==> src/fpm_defines.svh <==
// Constants for the front panel input event mapper
// Assumes a 100 MHz system clock and a plain register port
`ifndef FPM_DEFINES_SVH
`define FPM_DEFINES_SVH
`define FPM_OFS_INPUT0       12'h500
`define FPM_OFS_INPUT1       12'h504
`define FPM_BIT_PIN_STATE    31
`define FPM_BIT_LEVEL_POL    29
`define FPM_BIT_UP_LEVEL     28
`define FPM_BIT_LOC_LEVEL    27
`define FPM_BIT_EDGE_POL     26
`define FPM_BIT_UP_EDGE      25
`define FPM_BIT_LOC_EDGE     24
`define FPM_BUS_HI           23
`define FPM_BUS_LO           16
`define FPM_UP_CODE_HI       15
`define FPM_UP_CODE_LO       8
`define FPM_LOC_CODE_HI      7
`define FPM_LOC_CODE_LO      0
`define FPM_RESET_WORD       32'h0000_0000
`define FPM_CLK_MHZ          100
`define FPM_TICK_US          1
`define FPM_TICK_CYCLES      (`FPM_TICK_US * `FPM_CLK_MHZ)
`endif

==> src/fpm_pkg.sv <==
// Types for the front panel input event mapper
// Assumes nothing beyond the defines header
package fpm_pkg;
	typedef struct packed {
		logic [7:0]  code;
		logic        valid;
	} fpm_slot_t;
endpackage

==> src/fpm_mapper.sv <==
// Front panel input event mapper: two inputs, mapping registers,
// upstream event stream with a two-entry buffer, local event strobe
// Assumes inputs synchronous-ish pins and a single 100 MHz clock
//
// Local design decision: strobed register access.
`include "fpm_defines.svh"
`timescale 1ns/1ps
`default_nettype none
module fpm_mapper
	import fpm_pkg::*;
#(
	parameter int NUM_INPUTS   = 2,
	parameter int TICK_CYCLES  = `FPM_TICK_CYCLES
)
(
	// Clock and reset
	input  wire logic        clk_sys,
	input  wire logic        reset_n,
	// Register port
	input  wire logic [11:0] reg_addr,
	input  wire logic [31:0] reg_wdata,
	input  wire logic        reg_write,
	input  wire logic        reg_read,
	output var  logic [31:0] reg_rdata,
	// Front panel inputs
	input  wire logic [1:0]  panel_in,
	// Upstream event stream
	output var  logic [7:0]  up_event_code,
	output var  logic        up_event_valid,
	input  wire logic        up_event_ready,
	output var  logic [7:0]  up_bus_bits,
	// Local mapping RAM event
	output var  logic [7:0]  local_event_code,
	output var  logic        local_event_valid
);
	// Refuse sizes the fixed two-input logic cannot serve
	if (NUM_INPUTS != 2 || TICK_CYCLES < 1)
	begin : g_bad_params
		$error("fpm_mapper: unsupported parameters");
	end

	localparam int TW = $clog2(TICK_CYCLES + 1);

	typedef struct packed {
		logic [1:0][31:0] map;
		logic [1:0]       sync1;
		logic [1:0]       sync2;
		logic [1:0]       prev;
		logic [TW-1:0]    tick_cnt;
		fpm_slot_t [1:0]  buf_q;
		logic [1:0]       up_pend;
		logic [1:0]       loc_pend;
		logic [31:0]      rdata;
		logic [7:0]       loc_code;
		logic             loc_valid;
		logic [7:0]       bus;
	} fpm_state_t;

	fpm_state_t s_reg;
	fpm_state_t s_next;

	function automatic logic sel_input(input logic [11:0] a, output logic idx);
		idx = (a == `FPM_OFS_INPUT1);
		return (a == `FPM_OFS_INPUT0) || (a == `FPM_OFS_INPUT1);
	endfunction

	logic hit;
	logic hit_idx;
	logic tick;
	logic [1:0] lvl_act;
	logic [1:0] edge_hit;
	logic       pop;
	logic [7:0] bus_acc;
	logic       up_taken;
	logic       loc_taken;
	logic [1:0] up_set;
	logic [1:0] loc_set;

	always_comb
	begin
		s_next = s_reg;
		hit_idx = 1'b0;
		hit = sel_input(reg_addr, hit_idx);
		// Input synchroniser, two stages then edge history
		s_next.sync1 = panel_in;
		s_next.sync2 = s_reg.sync1;
		s_next.prev  = s_reg.sync2;
		// Shared microsecond tick
		tick = (s_reg.tick_cnt == TW'(TICK_CYCLES - 1));
		s_next.tick_cnt = tick ? '0 : s_reg.tick_cnt + TW'(1);
		bus_acc = 8'h00;
		for (int i = 0; i < 2; i++)
		begin
			lvl_act[i] = s_reg.sync2[i] ^ s_reg.map[i][`FPM_BIT_LEVEL_POL];
			edge_hit[i] = s_reg.map[i][`FPM_BIT_EDGE_POL] ? (s_reg.prev[i] & ~s_reg.sync2[i])
				: (~s_reg.prev[i] & s_reg.sync2[i]);
			up_set[i] = (s_reg.map[i][`FPM_BIT_UP_EDGE] && edge_hit[i])
				|| (s_reg.map[i][`FPM_BIT_UP_LEVEL] && lvl_act[i] && tick);
			loc_set[i] = (s_reg.map[i][`FPM_BIT_LOC_EDGE] && edge_hit[i])
				|| (s_reg.map[i][`FPM_BIT_LOC_LEVEL] && lvl_act[i] && tick);
			if (s_reg.sync2[i])
				bus_acc = bus_acc | s_reg.map[i][`FPM_BUS_HI:`FPM_BUS_LO];
		end
		s_next.bus = bus_acc;
		// Two-entry upstream buffer; input 0 wins when both pend
		pop = s_reg.buf_q[0].valid && up_event_ready;
		if (pop)
		begin
			s_next.buf_q[0] = s_reg.buf_q[1];
			s_next.buf_q[1].valid = 1'b0;
		end
		up_taken = 1'b0;
		for (int i = 0; i < 2; i++)
		begin
			if (s_reg.up_pend[i] && !up_taken)
			begin
				if (!s_next.buf_q[0].valid)
				begin
					s_next.buf_q[0].valid = 1'b1;
					s_next.buf_q[0].code = s_reg.map[i][`FPM_UP_CODE_HI:`FPM_UP_CODE_LO];
					s_next.up_pend[i] = 1'b0;
					up_taken = 1'b1;
				end
				else if (!s_next.buf_q[1].valid)
				begin
					s_next.buf_q[1].valid = 1'b1;
					s_next.buf_q[1].code = s_reg.map[i][`FPM_UP_CODE_HI:`FPM_UP_CODE_LO];
					s_next.up_pend[i] = 1'b0;
					up_taken = 1'b1;
				end
			end
		end
		// New event wins over the clear of the old one
		s_next.up_pend = s_next.up_pend | up_set;
		// Local event: one strobe per cycle, input 0 first
		s_next.loc_valid = 1'b0;
		loc_taken = 1'b0;
		for (int i = 0; i < 2; i++)
		begin
			if (s_reg.loc_pend[i] && !loc_taken)
			begin
				s_next.loc_valid = 1'b1;
				s_next.loc_code = s_reg.map[i][`FPM_LOC_CODE_HI:`FPM_LOC_CODE_LO];
				s_next.loc_pend[i] = 1'b0;
				loc_taken = 1'b1;
			end
		end
		s_next.loc_pend = s_next.loc_pend | loc_set;
		// Register writes; state bit is read only
		if (reg_write && hit)
		begin
			s_next.map[hit_idx] = reg_wdata;
			s_next.map[hit_idx][`FPM_BIT_PIN_STATE] = 1'b0;
			s_next.map[hit_idx][30] = 1'b0;
		end
		// Read data valid the cycle after the strobe only
		s_next.rdata = 32'h0000_0000;
		if (reg_read && hit)
		begin
			s_next.rdata = s_reg.map[hit_idx];
			s_next.rdata[`FPM_BIT_PIN_STATE] = s_reg.sync2[hit_idx];
		end
	end

	always_ff @(posedge clk_sys or negedge reset_n)
	begin
		if (!reset_n)
		begin
			s_reg <= '0;
		end
		else
		begin
			s_reg <= s_next;
		end
	end

	assign reg_rdata = s_reg.rdata;
	assign up_event_code = s_reg.buf_q[0].code;
	assign up_event_valid = s_reg.buf_q[0].valid;
	assign up_bus_bits = s_reg.bus;
	assign local_event_code = s_reg.loc_code;
	assign local_event_valid = s_reg.loc_valid;
endmodule
`default_nettype wire

==> config.mk <==
export PLATFORM = sky130hd
export DESIGN_NAME = fpm_mapper
export DESIGN_NICKNAME = d
export VERILOG_FILES = /design/src/fpm_pkg.sv /design/src/fpm_mapper.sv
export VERILOG_INCLUDE_DIRS = /design/src
export SDC_FILE = /design/constraint.sdc
export NUM_CORES = 1
export LEC_CHECK = 0
export BUFFER_PORTS_ARGS = -buffer_cell sky130_fd_sc_hd__buf_2
export CORE_UTILIZATION = 56
export CTS_BUF_LIST = sky130_fd_sc_hd__clkbuf_16
export CTS_CLUSTER_SIZE = 24
export DETAILED_ROUTE_END_ITERATION = 12
export MAX_ROUTING_LAYER = met4
export PLACE_DENSITY = 0.8
export SYNTH_ARGS = -nofsm -noshare
export SYNTH_HDL_FRONTEND = slang
export SYNTH_SLANG_ARGS = --single-unit
export TNS_END_PERCENT = 10
==> constraint.sdc <==
create_clock -name clk_sys -period 1.9 [get_ports clk_sys]
set_input_delay 0 -clock clk_sys [delete_from_list [all_inputs] [get_ports clk_sys]]
set_output_delay 0 -clock clk_sys [all_outputs]
set_load 0.05 [all_outputs]
# Yosys cells after proc, flatten, opt, wreduce, memory -nomap -nowiden
# Index checks and enable logic that the tools add are counted.
# W data, S select, Z words.
totals:
  wordCells: 103
  ff_bits: 148
  output_inout_bits: 58
classes:
  eq_ne: 3
  order_cmp: 2
  bitwise: 17
  mux: 38
  n_addsub: 1
  reduce_logical: 26
op_table:
  columns: ["op", "count"]
  rows:
  - ["$and A64 B64 Y64", 2]
  - ["$not A64 Y64", 2]
  - ["$demux W32 S1", 3]
  - ["$mux W32", 3]
  - ["$mux W31", 3]
  - ["$mux W9", 8]
  - ["$bwmux W64", 1]
  - ["$eq A12 B11 Y1 const B", 2]
  - ["$mux W19", 1]
  - ["$logic_and A1 B1 Y1", 18]
  - ["$mux W18", 1]
  - ["$mux W8", 2]
  - ["$mux W1", 14]
  - ["$mux W10", 1]
  - ["$or A8 B8 Y8", 1]
  - ["$add A7 B1 Y7 const B", 1]
  - ["$eq A7 B7 Y1 const B", 1]
  - ["$mux W7", 1]
  - ["$logic_or A1 B1 Y1", 5]
  - ["$and A1 B1 Y1", 4]
  - ["$not A1 Y1", 4]
  - ["$or A2 B2 Y2", 2]
  - ["$logic_not A1 Y1", 2]
  - ["$lt A1 B2 Y1 const B", 1]
  - ["other kinds (3)", 4]

# Depth between registers and ports, before layout
# Gate-level depths: netlist of the first run.
logic_depth:
  depth_word: 9
  mapped_depth: 6
  mapped_depth_nobuf: 5

# Least setup slack after synthesis of the first run
# Ideal clock, no wire load.
synth_path:
  path_kind: "register to register"
  from: "register s_reg (netlist bit up_event_valid)"
  to: "register s_reg (netlist bit up_event_code[0])"
  period_less_slack_ns: 1.752
  arrival_time_ns: 1.615
  required_time_ns: 1.763
  setup_ns: 0.137
  stages_incl_launch_ff: 6
  slack_ns: 0.148
  cell_sequence: "dfrtp_1 clkbuf_1 a21boi_0 buf_1 mux2i_1 o21ai_0"
synth_rtl:
  columns: ["element", "line", "source"]
  rows:
  - ["from (decl)", "fpm_mapper.sv:59", "fpm_state_t s_reg;"]
  - ["from (signal assigned)", "fpm_mapper.sv:173", "s_reg <= s_next;"]

==> impl_results.md, run 1 <==
- Post-synth EDFFs: 0
- Seq/Total Area, Yosys: 0.575
- Synth Area in XOR/XNOR: 0.00965
- Yosys top cell by area: dfrtp_1
- Netlist cell types: 41
- Max FO, Critical Path: 13
- Grt ovf: 0
- Max-Cap Viols: 0
- Kind of critical path: reg2reg
- Hold Slack: 0.00822 ns
- Adder-Cell Fraction of Synth Area: 0.00197
- Synth Area in Compound Gates: 0.0540
- Worst path cell trace: nor2_1, inv_1, nand3_1, a21o_1
- Largest net degree at the start of global routing: 63
- Iter 0 DRT Violations: 194
- Setup Skew: 0.00711 ns
- H-tree depth: 4
- Main synth FF type: dfrtp_1
- Async SR Flop Fraction: 1.00
- Post-synthesis mux area share: 0.196
- CTS tree: done
- Most used standard cell by instance count after synthesis: dfrtp_1
- DP Area: 6660 um^2
- Die area: 11800 um^2
- Clk buf depth: 2
- Hpwl dp: 8.02 mm
- Met3 wire len: 430 um
- Number of global-route vias before repair: 4285
- Final instance area: 7520 um^2
- Post-synth net total: 565
- Met1 wire length: 5.45 mm
- Post-DRT Antenna Nets: 0
- Clock sink count: 146
- Synth area leaders: dfrtp_1, mux2i_1, mux2_2
- Routed WL: 12.6 mm
- Critical path arrival: 1.87 ns
- Row Count: 38
- ANT cells: 0
- Die X: 109 um
- Initial Util: 0.581
- Post-route DRC: 0
- Core ar.: 10900 um^2
- Initial antenna violation count: 0
- Total number of yosys warnings: 0
- Share of cells above drive strength 1: 0.311
- Unrepaired setup endpoints after global routing: false
- Hold Vio Cnt, Final: 0
- Simple-Gate Fraction of Synth Area: 0.0774
- Worst slew pin tran: 0.581 ns
- DR pass1 iterations: 5
- Max VDD drop: 0.488 mV
- Area Overhead vs Synth: 18.4%
- Yosys top cell area share: 0.575
- CTS-repair resized insts: 0
- Synthesized area per cell: 12.4 um^2
- Pre-CTS WS: 0.0911 ns
- CTS Hold Bufs: 34
- Num CTS Buffers: 17
- Critical-path top delay cell: dfrtp_1
- Die height: 109 um
- Synth Instances: 513
- Setup-failing EPs final: 0
- R2R depth: 4
- Power per cell area: 838 nW/um^2
- Final Max Slew Viols: 0
- Post-CTS setup buffers: 0
- Final Wtd Congestion: 0.783
- Static Leakage: 3.92 nW
- Met2 WL post-DR: 6.53 mm
- Mapped cell area: 6350 um^2
- Commonest cells post-synth: dfrtp_1, buf_4, mux2i_1
- Hold depth: 3
- Max FFs per register: 84
- Minimum clock period: 1.57 ns
- Worst path required time: 2.19 ns
- Upper clock frequency limit: 635 MHz
- Clock latency at the later pin of the worst-skew pair: 0.41 ns
- Drt wl/cell: 16.7 um
- Setup_tns: 0 ns
- GRT Overall Usage: 0.244
- Register clock-pin slew on the reported worst setup and hold paths: 0.06 ns
- Root Buffer: clkbuf_16
- Vias: 4129
- Uppermost layer routed: met4
- I/O Pins: 109
- Endpoint class of the critical path: flip-flop
- Final Util: 0.688
- CP Launch Type: flip-flop
- Largest family of logic cells by synthesized area: multiplexers
- Worst reg-to-reg setup slack: 0.33 ns
- Outcome: completed
- IO Port Bufs: 106
- Final Cycle Share: 0.829
- Hold Crit Class: in2reg
- Slew margin rel.: 0.612
- Max incr delay on CP: 0.63 ns
- Post-synthesis register bit count: 146
- Nets: 656
- Global-route wire length before repair: 20.9 mm
- Vias/cell: 5.45
- Final worst slack: 0.326 ns
## final cells by class
| cell class | count | area, um^2 |
|---|---|---|
| clock buffers | 17 | 425 |
| clock inverters | 15 | 97.6 |
| fillers | 811 | 3410 |
| inverters | 1 | 3.75 |
| multi-input cells | 285 | 2160 |
| flip-flops and latches | 146 | 3650 |
| well taps | 140 | 175 |
| repair buffers | 153 | 1010 |
## critical path: cells and delay by family (launching register included)
family                 cells  cell delay [ns]
buffers and inverters      1             0.11
and+or+nand+nor            2             0.43
DFF                        1             0.63
AOI/OAI and AO/OA          1             0.28
## logic make-up (layout without fill, tap and decap cells)
group,after synthesis,in the layout
fa+ha+maj,1,1
flops,146,146
xor+xnor,7,7
compound gates,53,53
simple gates,108,108
buf+inv,82,186
mux,116,116
## layout by cell type (no fill, tap or decap), drive strengths merged, types with 4 or more instances in the layout
cell type	Yosys	final
dfrtp	146	146
buf	69	119
mux2	68	68
mux2i	48	48
nand2	42	42
nor2	39	39
dlygate4sd3	0	34
o21ai	18	18
clkbuf	12	17
a21oi	11	11
clkinv	0	10
nand3	9	9
a22o	8	8
a21o	8	8
xnor2	4	4
clkinvlp	0	4
## metal layers
| metal | up-vias | track usage |
|---|---|---|
| met2 | 108 | 0.395 |
| met5 | - | - |
| met4 | 0 | 0.0956 |
| met3 | 19 | 0.0500 |
| met1 | 2107 | 0.301 |
| li1 | 1895 | - |
## through the flow
| step | std cells | power [mW] |
|---|---|---|
| floorplan | 513 | 3.25 |
| global placement | 691 | 3.39 |
| detailed placement | 691 | 3.39 |
| CTS | 757 | 6.35 |
| global route | 757 | 6.53 |
| finish | 757 | 6.30 |
## power by group
part	switching (mW)	internal, mW	total [mW]
Combinational	0.131	0.118	0.249
Sequential	0.0167	3.12	3.14
Clock	1.27	1.65	2.92
## worst paths after layout
check,start,to
setup / recovery,s_reg[51],s_reg[70]
hold reg to reg,s_next[81],s_next[79]
hold / removal,reg_addr[2],reg_rdata[1]
min in group asynchronous,reset_n,reg_rdata[5]
setup reg to reg,s_reg[51],s_reg[70]
max in group asynchronous,reset_n,s_reg[103]
Power figures use the tool's default switching activity.
==> run 2: changes to the inputs <==
==> constraint.sdc (replaced) <==
create_clock -name clk_sys -period 1.5 [get_ports clk_sys]
set_input_delay 0 -clock clk_sys [delete_from_list [all_inputs] [get_ports clk_sys]]
set_output_delay 0 -clock clk_sys [all_outputs]
set_load 0.05 [all_outputs]
==> impl_results.md, run 2 (synthesized netlist as in run 1, its figures left out) <==
- Iter 0 DRT Violations: 263
- Most frequent cells in the layout: dfrtp_1, buf_2, mux2i_1
- Minimum clock period: 1.44 ns
- Clock Power Share: 0.461
- Critical path arrival: 1.72 ns
- Max VDD drop: 0.736 mV
- GRT Overall Usage: 0.250
- Max FFs per register: 84
- Hold Crit Class: in2reg
- Setup-failing EPs final: 0
- Vias/cell: 5.48
- Die area: 11800 um^2
- DR pass1 iterations: 4
- Sw Pwr: 1.79 mW
- Upper clock frequency limit: 694 MHz
- Static Leakage: 3.95 nW
- Hold path endpoint: reg_rdata[0]
- Commonest non-fill, non-tap cell in the layout: dfrtp_1
- Setup Skew: 0.0103 ns
- Slew margin rel.: 0.618
- P_int: 6.20 mW
- CP Launch Type: flip-flop
- Logic gate share of total power: 0.042
- Post-DRT Antenna Nets: 0
- CTS tree: done
- R2r startpoint: s_reg[62]
- R2R depth: 5
- Fillers: 763
- Final worst slack: 0.0600 ns
- Final Max Slew Viols: 0
- Die height: 109 um
- Share of cells above drive strength 1: 0.327
- H-tree depth: 4
- ANT cells: 0
- Vias: 4161
- I/O Pins: 109
- Post-CTS setup buffers: 0
- Max incr delay on CP: 0.43 ns
- Clk buf depth: 2
- Pre-CTS WS: -0.337 ns
- Clock sink count: 146
- Clock latency at the later pin of the worst-skew pair: 0.42 ns
- Routed WL: 13.2 mm
- Max-Cap Viols: 0
- Area Overhead vs Synth: 20.0%
- Power per cell area: 1050 nW/um^2
- Hpwl dp: 8.14 mm
- Final Cycle Share: 0.960
- Min-delay src: reg_addr[2]
- Register clock-pin slew on the reported worst setup and hold paths: 0.06 ns
- Drt wl/cell: 17.4 um
- Hold Slack: 0.000611 ns
- Max FO, Critical Path: 8
- Worst path required time: 1.78 ns
- Largest net degree at the start of global routing: 54
- Sequential share of power: 0.497
- Kind of critical path: reg2reg
- Final Power: 7.99 mW
- Root Buffer: clkbuf_16
- Critical-path top delay cell: dfrtp_1
- Initial antenna violation count: 0
- Num CTS Buffers: 17
- Number of global-route vias before repair: 4439
- Die X: 109 um
- Global-route wire length before repair: 21.2 mm
- Hold depth: 3
- Hold Vio Cnt, Final: 0
- IO Port Bufs: 106
- Post-route DRC: 0
- Grt ovf: 0
- Final Wtd Congestion: 0.798
- Worst R2R End: up_event_code[6]
- Switching Share: 0.224
- Nets: 661
- Outcome: completed
- Endpoint class of the critical path: flip-flop
- Core ar.: 10900 um^2
- Initial Util: 0.581
- Worst reg-to-reg setup slack: 0.06 ns
- Worst path cell trace: nand2b_4, a21boi_2, buf_6, mux2i_1, o21ai_0
- Row Count: 38
- Final Util: 0.697
- Worst slew pin tran: 0.573 ns
## run 2: worst max-delay path: cells and delay by family, from the launching register on
family	cells	cell delay, ns
flip-flops	1	0.43
AO/OA/AOI/OAI	2	0.28
multiplexers	1	0.22
AND/OR/NAND/NOR	1	0.19
buffers and inverters	1	0.18
## run 2: stage by stage
stage | area [um^2] | instances | TNS [ns]
2_1_floorplan | 6370 | 513 | -2.92
3_3_place_gp | 6740 | 696 | -12.44
3_5_place_dp | 6740 | 696 | -14.98
4_1_cts | 7610 | 760 | 0
5_1_grt | 7630 | 760 | -0.0298
6_report | 7630 | 760 | 0
## run 2: worst max path at each step
stage | startpoint | endpoint | slack (ns)
6_report | s_reg[62] | up_event_code[6] | 0.06
5_1_grt | s_reg[62] | s_reg[64] | -0.02
4_1_cts | s_reg[71] | s_reg[49] | 0.007
3_5_place_dp | reg_addr[1] | s_reg[100] | -0.34
3_3_place_gp | reg_addr[1] | s_reg[110] | -0.30
2_1_floorplan | reg_addr[1] | s_reg[100] | -0.1
## run 2: repair_timing
item	CTS	global route
hold buffers	34	0
cloned	0	0
setup endpoints to repair	7	19
gates resized for setup	3	4
hold endpoints to repair	209	0
## run 2: cell type report
cell class | instances | area [um^2] | area share
multi-input cells | 285 | 2180 | 0.286
clock inverters | 13 | 92.6 | 0.0121
inverters | 1 | 3.75 | 0.000492
well taps | 140 | 175 | 0.0230
clock buffers | 17 | 425 | 0.0558
flip-flops and latches | 146 | 3650 | 0.479
repair buffers | 158 | 1090 | 0.143
## run 2: routing by layer
metal  up-vias  wire length (um)  share of wire  track usage
met5         -                 0              0            -
met4         0               255          0.019        0.107
met3        25               647          0.049       0.0573
met2       126              7180           0.54        0.428
met1      2109              5110           0.39        0.279
li1       1901                 -              -            -
## run 2: power by group through the flow
stage	clock [mW]	sequential (mW)	combinational, mW
3_3_place_gp	0	4.04	0.261
5_1_grt	3.92	3.97	0.370
3_5_place_dp	0	4.04	0.268
4_1_cts	3.74	3.97	0.339
2_1_floorplan	0	4.04	0.0757
6_report	3.68	3.97	0.337
==> run 3: changes to the inputs <==
--- a/config.mk
+++ b/config.mk
@@ -13,6 +13,7 @@
 export DETAILED_ROUTE_END_ITERATION = 12
 export MAX_ROUTING_LAYER = met4
 export PLACE_DENSITY = 0.8
+export REMOVE_ABC_BUFFERS = 1
 export SYNTH_ARGS = -nofsm -noshare
 export SYNTH_HDL_FRONTEND = slang
 export SYNTH_SLANG_ARGS = --single-unit
==> impl_results.md, run 3 (synthesized netlist as in run 1, its figures left out) <==
- Number of global-route vias before repair: 4441
- Logic gate share of total power: 0.039
- Kind of critical path: reg2reg
- Worst slew pin tran: 0.593 ns
- Most frequent cells in the layout: dfrtp_1, buf_2, mux2i_1
- Endpoint class of the critical path: flip-flop
- Num CTS Buffers: 17
- Clock latency at the later pin of the worst-skew pair: 0.41 ns
- Row Count: 38
- Sequential share of power: 0.465
- Clk buf depth: 2
- Hold Slack: 0.0789 ns
- Die X: 109 um
- Max-Cap Viols: 0
- Static Leakage: 4.02 nW
- Max FO, Critical Path: 8
- Slew margin rel.: 0.604
- Hold Crit Class: in2async
- Die area: 11800 um^2
- CP Launch Type: flip-flop
- Die height: 109 um
- Post-route DRC: 0
- Switching Share: 0.213
- Setup_tns: 0 ns
- Minimum clock period: 1.45 ns
- Worst path required time: 1.79 ns
- Setup Skew: 0.00673 ns
- Clock Power Share: 0.496
- Critical path arrival: 1.74 ns
- Routed WL: 13.0 mm
- H-tree depth: 4
- Final Power: 8.53 mW
- R2r startpoint: s_reg[62]
- Register clock-pin slew on the reported worst setup and hold paths: 0.06 ns
- Initial Util: 0.581
- Largest net degree at the start of global routing: 46
- Final Util: 0.705
- DR pass1 iterations: 4
- GRT Overall Usage: 0.249
- Setup crit start: s_reg[62]
- Sw Pwr: 1.82 mW
- Post-CTS setup buffers: 0
- Post-DRT Antenna Nets: 0
- Power per cell area: 1110 nW/um^2
- Drt wl/cell: 17.0 um
- Commonest non-fill, non-tap cell in the layout: dfrtp_1
- Upper clock frequency limit: 688 MHz
- ANT cells: 0
- Global-route wire length before repair: 21.5 mm
- Nets: 666
- Core ar.: 10900 um^2
- Vias/cell: 5.37
- Hold Vio Cnt, Final: 0
- Hpwl dp: 8.32 mm
- Area Overhead vs Synth: 21.3%
- Max VDD drop: 0.843 mV
- Clock sink count: 146
- Root Buffer: clkbuf_16
- Share of cells above drive strength 1: 0.321
- Final Max Slew Viols: 0
- Outcome: completed
- CTS tree: done
- Grt ovf: 0
- IO Port Bufs: 106
- Final Wtd Congestion: 0.770
- I/O Pins: 109
- Final Cycle Share: 0.970
- Iter 0 DRT Violations: 202
- Max FFs per register: 84
- Vias: 4116
- P_int: 6.72 mW
- Initial antenna violation count: 0
- Setup-failing EPs final: 0
==> run 3: layout make-up <==
class,count,area [um^2]
flip-flops and latches,146,3650
fillers,731,3230
multi-input cells,285,2160
repair buffers,163,1130
clock buffers,17,425
well taps,140,175
clock inverters,14,166
inverters,1,3.75
==> run 3: final timing paths <==
check / slack, ns / endpoint / depth (start not counted)
min: 0.08 / local_event_code[7] / 2
max reg2reg: 0.05 / up_event_code[2] / 5
max: 0.05 / up_event_code[2] / 5
max in group asynchronous: 0.84 / s_reg[72] / 3
min reg2reg: 0.36 / s_next[79] / 0
min in group clk_sys: 0.12 / reg_rdata[7] / 4
==> run 3: per-stage QoR <==
stage	instances	instance area [um^2]	worst slack [ns]
CTS	766	7700	0.0269
global route	766	7710	-0.00551
finish	766	7710	0.0456
global placement	701	6770	-0.273
detailed placement	701	6770	-0.314
floorplan	432	5810	-0.817
==> run 3: worst max-delay path: stages (launching register included) <==
cell	delay, ns
dfrtp_1	0.42
nand2b_1	0.20
a21boi_1	0.19
buf_6	0.20
mux2i_1	0.23
o21ai_0	0.10
==> run 3: power by group through the flow <==
stage / Clock (mW) / Sequential [mW] / Combinational [mW]
6_report: 4.23 / 3.97 / 0.335
5_1_grt: 4.44 / 3.97 / 0.370
4_1_cts: 4.27 / 3.97 / 0.340
3_5_place_dp: 0 / 4.04 / 0.270
3_3_place_gp: 0 / 4.04 / 0.262
2_1_floorplan: 0 / 4.05 / 0.0422
==> run 3: what timing repair did <==
item,4_1_cts,5_1_grt
hold endpoints to repair,210,0
gates resized for setup,1,1
endpoints found under the setup margin,1,4
pin swaps,0,1
hold buffers,34,0
==> run 3: layer usage <==
| layer | up-vias | global-route usage | wire length [um] |
|---|---|---|---|
| li1 | 1909 | - | - |
| met1 | 2067 | 0.297 | 5540 |
| met2 | 117 | 0.416 | 6620 |
| met3 | 23 | 0.0518 | 624 |
| met4 | 0 | 0.0956 | 249 |
| met5 | - | - | 0 |
